[src/rtl/bmt_dummy_none.sv]
// Holds no logic; the datapath and its constants live in their own files.

[src/rtl/bmt_pkg.sv]
// Shared constants for the bit matrix transpose and negate datapath.
package bmt_pkg;
	localparam int WORD_W = 16;
	localparam int IDX_W = 4;
	// Operation codes carried on OP_I.
	localparam logic [1:0] OP_COL_TO_ROW = 2'h0;
	localparam logic [1:0] OP_ROW_TO_COL = 2'h1;
	localparam logic [1:0] OP_NEGATE = 2'h2;
	localparam logic [1:0] OP_RESERVED = 2'h3;
	// Word set geometry.
	localparam logic [3:0] SET_LAST = 4'hF;
	localparam logic [3:0] IDX_FIRST = 4'h0;
	// Decimal column selector limits.
	localparam logic [7:0] SEL_HIGH_ZERO = 8'h00;
	localparam logic [3:0] SEL_TENS_MAX = 4'h1;
	localparam logic [3:0] SEL_ONES_MAX = 4'h9;
	localparam logic [3:0] SEL_ONES_TOP = 4'h5;
	localparam logic [3:0] SEL_TEN = 4'hA;
	// Word values with special meaning.
	localparam logic [15:0] WORD_ZERO = 16'h0000;
	localparam logic [15:0] WORD_MIN_NEG = 16'h8000;
endpackage

[src/rtl/bit_matrix_transpose_negate.sv]
// Column-to-row gather, row-to-column scatter and 16-bit negate datapath.
`timescale 1ns/1ns

// Operation
// - Condition off: no operation, no word written.
// - Column-to-row puts bit C of source word S+k into destination bit k.
// - Column-to-row raises error for a non-decimal or out-of-range selector.
// - Column-to-row sets zero flag exactly when the destination is zero.
// - Row-to-column writes bit k of S into bit C of word D+k.
// - Row-to-column raises error for a non-decimal or out-of-range selector.
// - Row-to-column sets zero flag exactly when the source is zero.
// - Negate writes the 16-bit two's complement of the source.
// - Negate of zero gives zero and sets zero flag; else clears it.
// - Negate of 8000 gives 8000 and sets underflow; else clears it.
// - Indirect pointer fault raises the error flag for every operation.
module bit_matrix_transpose_negate (
	// Clock and reset.
	input wire logic CORE_CLK_I,
	input wire logic SRST_I,
	// Instruction request from the sequencer.
	input wire logic EXEC_I,
	input wire logic [1:0] OP_I,
	input wire logic COND_I,
	input wire logic EDGE_ONLY_I,
	input wire logic [15:0] SRC_WORD_I,
	input wire logic [15:0] SEL_I,
	input wire logic PTR_FAULT_I,
	// Access to the sixteen-word set.
	output logic MEM_RD_O,
	output logic MEM_WR_O,
	output logic [3:0] MEM_IDX_O,
	output logic [15:0] MEM_WDATA_O,
	input wire logic [15:0] MEM_RDATA_I,
	// Result word and flags.
	output logic BUSY_O,
	output logic DONE_O,
	output logic RESULT_WR_O,
	output logic [15:0] RESULT_O,
	output logic INSTRUCTION_ERROR_FLAG_O,
	output logic ZERO_RESULT_FLAG_O,
	output logic UNDERFLOW_FLAG_O
);

	typedef enum logic [2:0] {IDLE, READ, CAPTURE, WRITE, FINISH} state_t;

	state_t state_reg, state_next;
	logic [3:0] k_reg, k_next;
	logic [1:0] op_reg;
	logic run_reg;
	logic fault_reg;
	logic [3:0] col_reg;
	logic [15:0] src_reg;
	logic [15:0] acc_reg;
	logic [15:0] wdata_reg;
	logic [15:0] result_reg;
	logic rwr_reg;
	logic done_reg;
	logic er_reg;
	logic eq_reg;
	logic uf_reg;
	logic [3:0] prev_reg;

	// Selector decode: two decimal digits, upper byte zero, value 00 to 15.
	wire sel_digits_ok = (SEL_I[15:8] == bmt_pkg::SEL_HIGH_ZERO) && (SEL_I[7:4] <= bmt_pkg::SEL_TENS_MAX)
		&& (SEL_I[3:0] <= bmt_pkg::SEL_ONES_MAX);
	wire sel_range_ok = !((SEL_I[7:4] == bmt_pkg::SEL_TENS_MAX) && (SEL_I[3:0] > bmt_pkg::SEL_ONES_TOP));
	wire sel_ok = sel_digits_ok && sel_range_ok;
	wire [3:0] sel_bin = (SEL_I[7:4] != 4'h0) ? 4'(SEL_I[3:0] + bmt_pkg::SEL_TEN) : SEL_I[3:0];

	// Request qualification; the prefixed form needs an off-to-on change.
	wire accept = EXEC_I && (state_reg == IDLE);
	wire op_known = (OP_I != bmt_pkg::OP_RESERVED);
	wire go = COND_I && op_known && !(EDGE_ONLY_I && prev_reg[OP_I]);
	wire needs_sel = (OP_I != bmt_pkg::OP_NEGATE);
	wire fault = PTR_FAULT_I || (needs_sel && !sel_ok);
	wire walk = go && !fault && needs_sel;

	// Bit picked from the returned word, and the bit to be scattered.
	wire cap_bit = MEM_RDATA_I[col_reg];
	wire src_bit = src_reg[k_reg];
	wire is_row = (op_reg == bmt_pkg::OP_ROW_TO_COL);
	wire at_last = (k_reg == bmt_pkg::SET_LAST);
	wire [15:0] neg_word = 16'(bmt_pkg::WORD_ZERO - src_reg);
	wire finish_ok = (state_reg == FINISH) && run_reg && !fault_reg;

	// Read-modify-write word: only bit C is replaced by the source bit.
	wire [15:0] merged;
	genvar g;
	generate
		for (g = 0; g < bmt_pkg::WORD_W; g = g + 1) begin : g_merge
			assign merged[g] = (col_reg == 4'(g)) ? src_bit : MEM_RDATA_I[g];
		end
	endgenerate

	// Sequencer: one read per word, plus a write back when scattering.
	always_comb begin
		state_next = state_reg;
		k_next = k_reg;
		case (state_reg)
			IDLE: begin
				if (accept) begin
					state_next = walk ? READ : FINISH;
					k_next = bmt_pkg::IDX_FIRST;
				end
			end
			READ: begin
				state_next = CAPTURE;
			end
			CAPTURE: begin
				if (is_row) begin
					state_next = WRITE;
				end else begin
					state_next = at_last ? FINISH : READ;
					k_next = 4'(k_reg + 4'h1);
				end
			end
			WRITE: begin
				state_next = at_last ? FINISH : READ;
				k_next = 4'(k_reg + 4'h1);
			end
			FINISH: begin
				state_next = IDLE;
			end
			default: begin
				state_next = IDLE;
			end
		endcase
	end

	// State, index and request capture.
	always_ff @(posedge CORE_CLK_I) begin
		if (SRST_I) begin
			state_reg <= IDLE;
			k_reg <= bmt_pkg::IDX_FIRST;
			op_reg <= bmt_pkg::OP_COL_TO_ROW;
			run_reg <= 1'b0;
			fault_reg <= 1'b0;
			col_reg <= 4'h0;
			src_reg <= bmt_pkg::WORD_ZERO;
			prev_reg <= 4'h0;
		end else begin
			state_reg <= state_next;
			k_reg <= k_next;
			if (accept) begin
				op_reg <= OP_I;
				run_reg <= go;
				fault_reg <= fault;
				col_reg <= sel_bin;
				src_reg <= SRC_WORD_I;
				prev_reg[OP_I] <= COND_I;
			end
		end
	end

	// Gathered word and the write-back word.
	always_ff @(posedge CORE_CLK_I) begin
		if (SRST_I) begin
			acc_reg <= bmt_pkg::WORD_ZERO;
			wdata_reg <= bmt_pkg::WORD_ZERO;
		end else if (state_reg == CAPTURE) begin
			if (is_row) begin
				wdata_reg <= merged;
			end else begin
				acc_reg[k_reg] <= cap_bit;
			end
		end
	end

	// Completion: flags and result change only on an executed instruction.
	always_ff @(posedge CORE_CLK_I) begin
		if (SRST_I) begin
			result_reg <= bmt_pkg::WORD_ZERO;
			rwr_reg <= 1'b0;
			done_reg <= 1'b0;
			er_reg <= 1'b0;
			eq_reg <= 1'b0;
			uf_reg <= 1'b0;
		end else begin
			done_reg <= (state_reg == FINISH);
			rwr_reg <= finish_ok && !is_row;
			if ((state_reg == FINISH) && run_reg) begin
				er_reg <= fault_reg;
			end
			if (finish_ok) begin
				case (op_reg)
					bmt_pkg::OP_COL_TO_ROW: begin
						result_reg <= acc_reg;
						eq_reg <= (acc_reg == bmt_pkg::WORD_ZERO);
					end
					bmt_pkg::OP_ROW_TO_COL: begin
						eq_reg <= (src_reg == bmt_pkg::WORD_ZERO);
					end
					default: begin
						result_reg <= neg_word;
						eq_reg <= (src_reg == bmt_pkg::WORD_ZERO);
						uf_reg <= (src_reg == bmt_pkg::WORD_MIN_NEG);
					end
				endcase
			end
		end
	end

	// Strobes follow the state; index and data come from flip-flops.
	assign MEM_RD_O = (state_reg == READ);
	assign MEM_WR_O = (state_reg == WRITE);
	assign MEM_IDX_O = k_reg;
	assign MEM_WDATA_O = wdata_reg;
	assign BUSY_O = (state_reg != IDLE);
	assign DONE_O = done_reg;
	assign RESULT_WR_O = rwr_reg;
	assign RESULT_O = result_reg;
	assign INSTRUCTION_ERROR_FLAG_O = er_reg;
	assign ZERO_RESULT_FLAG_O = eq_reg;
	assign UNDERFLOW_FLAG_O = uf_reg;
endmodule // bit_matrix_transpose_negate

[config.mk]
export PLATFORM = sky130hd
export DESIGN_NAME = bit_matrix_transpose_negate
export DESIGN_NICKNAME = d
export VERILOG_FILES = /design/src/rtl/bmt_dummy_none.sv /design/src/rtl/bmt_pkg.sv /design/src/rtl/bit_matrix_transpose_negate.sv
export SDC_FILE = /design/constraint.sdc
export NUM_CORES = 1
export LEC_CHECK = 0
export BUFFER_PORTS_ARGS = -buffer_cell sky130_fd_sc_hd__buf_2
export CORE_MARGIN = 3
export CORE_UTILIZATION = 47
export DETAILED_ROUTE_END_ITERATION = 10
export PLACE_DENSITY = 0.71
export SLEW_MARGIN = 25
export SYNTH_ARGS = -nofsm -noshare
export SYNTH_HDL_FRONTEND = slang
export SYNTH_SLANG_ARGS = --single-unit
[constraint.sdc]
create_clock -name CORE_CLK_I -period 2.9 [get_ports CORE_CLK_I]
set_clock_uncertainty 0.1 [all_clocks]
set_input_delay 0 -clock CORE_CLK_I [delete_from_list [all_inputs] [get_ports CORE_CLK_I]]
set_output_delay 0 -clock CORE_CLK_I [all_outputs]
set_load 0.005 [all_outputs]
==> results.txt <==
Net switching power figure -> 0.706 mW
Clock Tree Root -> clkbuf_8
CP Launch Type -> flip-flop
Die height -> 104 um
Die X -> 104 um
CTS tree -> done
Reg2Reg Capture Point -> MEM_WDATA_O[12]$_SDFFE_PP0P_
Post-synth top flop -> dfxtp_1
Setup bufs post-CTS -> 0
Pwr Density -> 441 nW/um^2
Unique masters post-synth -> 60
P_int -> 1.81 mW
Fin crit share -> 81.2%
Max Clk Rate -> 425 MHz
Final net count -> 753
DR vias/cell -> 5.68
Largest net degree at the start of global routing -> 48
MaxCap Viol Count -> 0
Post-synth top cells -> 93 x nand2_1, 87 x dfxtp_1, 52 x a21oi_1
CP max stage cell -> dfxtp_1
Clock power frac -> 33.4%
Dominant cell type by area after synthesis -> dfxtp_1
Syn avg cell area -> 7.91 um^2
Final Hold Viols -> 0
LEAKAGE -> 2.23 nW
Crit path DAT -> 2.52 ns
First-pass GRT wire length -> 22200 um
Die area -> 10700 um^2
Final WS setup -> 0.545 ns
Critical Path RT -> 3.07 ns
Cts bufs inserted -> 9
Placer Congestion -> 0.925
RSZ-0062 raised after global routing -> no
Clk_lat worst skew -> 0.36 ns
Reg2Reg Setup Slack -> 0.55 ns
Longest Clk Path Bufs -> 2
I/O pin cnt -> 100
Switching share of power -> 28.1%
Synthesized area -> 4480 um^2
Initial DRT Pass Iterations -> 5
Fraction of registers with async set/reset -> 0%
Outcome -> finished clean
Setup violations, final -> 0
Cells after Synth -> 567
Minimum clock period -> 2.35 ns
Design area -> 5700 um^2
Crit path capture -> MEM_WDATA_O[12]$_SDFFE_PP0P_
Initial core utilization -> 48.5%
CTS resizes -> 0
Initial antenna violation count -> 0
Peak supply drop -> 0.207 mV
CP Class -> reg2reg
Antenna diodes -> 0
Pre-CTS setup slack -> 0.537 ns
DR WL/cell -> 16.0 um
Core Box Area -> 9240 um^2
Launching point of the worst reg2reg path -> MEM_IDX_O[0]$_SDFFE_PP0P_
Total power -> 2.51 mW
Drt drc -> 0
H-Tree Depth -> 3
Post-synth EDFFs -> 0
Sum of negative setup slack -> 0 ns
Total grt overflow -> 0
Reg clk slew, reported paths -> 0.08 ns
Sink count of the clock tree -> 87
Util after Layout -> 61.7%
Sequential fraction of the synthesis area -> 38.9%
Worst Hold Class -> in2reg
Synthesis-to-layout area growth -> 27.2%
Worst-path cell chain -> mux2i_1, mux4_2, a22oi_2, nor3_1, a211oi_1
Top cells by area, synth -> dfxtp_1 39%, nand2_1 7.8%, mux2i_1 6.5%, a21oi_1 5.8%, nor2_1 4.3%
CP endpoint kind -> flip-flop
Maximum fanout along the worst path -> 14
Crit path largest cell delay -> 0.74 ns
Syn nets -> 629
HPWL Detailed -> 9240 um
Post-synth top area share -> 38.9%
Max_slew headroom -> 40.6%
Worst Max-Slew Pin Slew -> 0.890 ns
Post-DP Area -> 5060 um^2
Worst-case reg-to-reg path depth -> 5
Sequential power share -> 50.9%
Routed via count -> 4682
Initial DRC count -> 340
Slew Viols, Final -> 0
Total GRT Usage -> 24.8%
Logic pwr share -> 15.7%
Synth warn -> 0
FP Rows -> 35
Final ANT Viol Nets -> 0
Launch point of the critical path -> MEM_IDX_O[0]$_SDFFE_PP0P_
Synth Register Bits -> 87
Share of layout cells above drive strength 1 -> 20.0%
Fillers -> 827
Total wire length -> 13200 um
Port buffer count -> 99
Vias in the first global route -> 4454
Most numerous cell in the Yosys netlist -> nand2_1
[what timing repair did]
item | in CTS | in global routing
hold buffers | 45 | 0
endpoints found under the hold margin | 43 | 0
endpoints found under the setup margin | 0 | 0
[area by class of cell]
| cell class | instances | area, um^2 | area share, % |
|---|---|---|---|
| clock inverter | 5 | 56.3 | 0.988 |
| timing repair buffer | 155 | 1030 | 18.0 |
| inverter | 12 | 45.0 | 0.790 |
| tap | 129 | 161 | 2.83 |
| sequential | 87 | 1740 | 30.6 |
| clock buffer | 11 | 131 | 2.30 |
| multi-input combinational | 426 | 2540 | 44.5 |
[per-layer routing]
metal  share of wire [%]  GRT usage (%)
met4                 3.2           8.83
met2                  47           41.5
met1                  43           32.1
met3                 6.3           4.42
met5                   0              0
[cells by family after synthesis]
| family | Yosys count | share of synthesized area (%) |
|---|---|---|
| AOI/OAI and AO/OA | 140 | 19.8 |
| xor gates and xnor gates | 13 | 2.54 |
| adders and majority gates | 6 | 1.67 |
| buffers and inverters | 54 | 4.77 |
| DFF | 87 | 38.9 |
| muxes | 32 | 7.73 |
| and+or+nand+nor | 235 | 24.6 |
[stage by stage]
stage,hold WS (ns),instances
floorplan,0.0360,567
global placement,0.141,764
detailed placement,0.143,764
CTS,0.0108,825
global route,0.0383,825
finish,0.0338,825
[worst min path at each step]
stage / start / to / cells after the start
6_report: MEM_RDATA_I[2] / MEM_WDATA_O[2]$_SDFFE_PP0P_ / 4
3_5_place_dp: PTR_FAULT_I / fault_reg$_SDFFE_PP0P_ / 2
4_1_cts: MEM_RDATA_I[2] / MEM_WDATA_O[2]$_SDFFE_PP0P_ / 4
2_1_floorplan: SRC_WORD_I[12] / src_reg[12]$_SDFFE_PP0P_ / 2
5_1_grt: MEM_RDATA_I[2] / MEM_WDATA_O[2]$_SDFFE_PP0P_ / 4
3_3_place_gp: SRC_WORD_I[9] / src_reg[9]$_SDFFE_PP0P_ / 3
[worst max-delay path: cells and delay by family, from the launching register on]
kind / cells / cell delay, ns
muxes: 2 / 0.69
AOI/OAI and AO/OA: 2 / 0.59
DFF: 1 / 0.74
and+or+nand+nor: 1 / 0.16
[placed cells by master (no fill, tap or decap), types with 4 or more instances in the layout]
| master | synthesis | final |
|---|---|---|
| mux2i_1 | 29 | 29 |
| nor2_1 | 51 | 50 |
| inv_1 | 11 | 11 |
| nand3_1 | 23 | 23 |
| a21oi_1 | 52 | 52 |
| nor2b_1 | 6 | 6 |
| a311oi_1 | 7 | 7 |
| a211o_1 | 7 | 7 |
| o211ai_1 | 8 | 8 |
| o21ai_0 | 23 | 23 |
| nor4_1 | 13 | 13 |
| dfxtp_1 | 87 | 87 |
| xnor2_1 | 11 | 11 |
| nor3_1 | 21 | 21 |
| and3_1 | 4 | 4 |
| or3_1 | 4 | 4 |
| clkbuf_8 | 0 | 9 |
| ha_1 | 6 | 6 |
| a31oi_1 | 17 | 17 |
| dlygate4sd3_1 | 0 | 45 |
| nand2_1 | 93 | 93 |
| a211oi_1 | 7 | 7 |
| buf_4 | 1 | 11 |
| buf_2 | 6 | 99 |
[power by group through the flow]
stage	combinational (mW)	sequential, mW	clock, mW
floorplan	0.250	1.27	0
finish	0.395	1.28	0.840
global placement	0.335	1.31	0
CTS	0.387	1.28	0.855
detailed placement	0.338	1.31	0
global route	0.437	1.29	0.903
No activity file was read; power rests on OpenSTA's default activity.
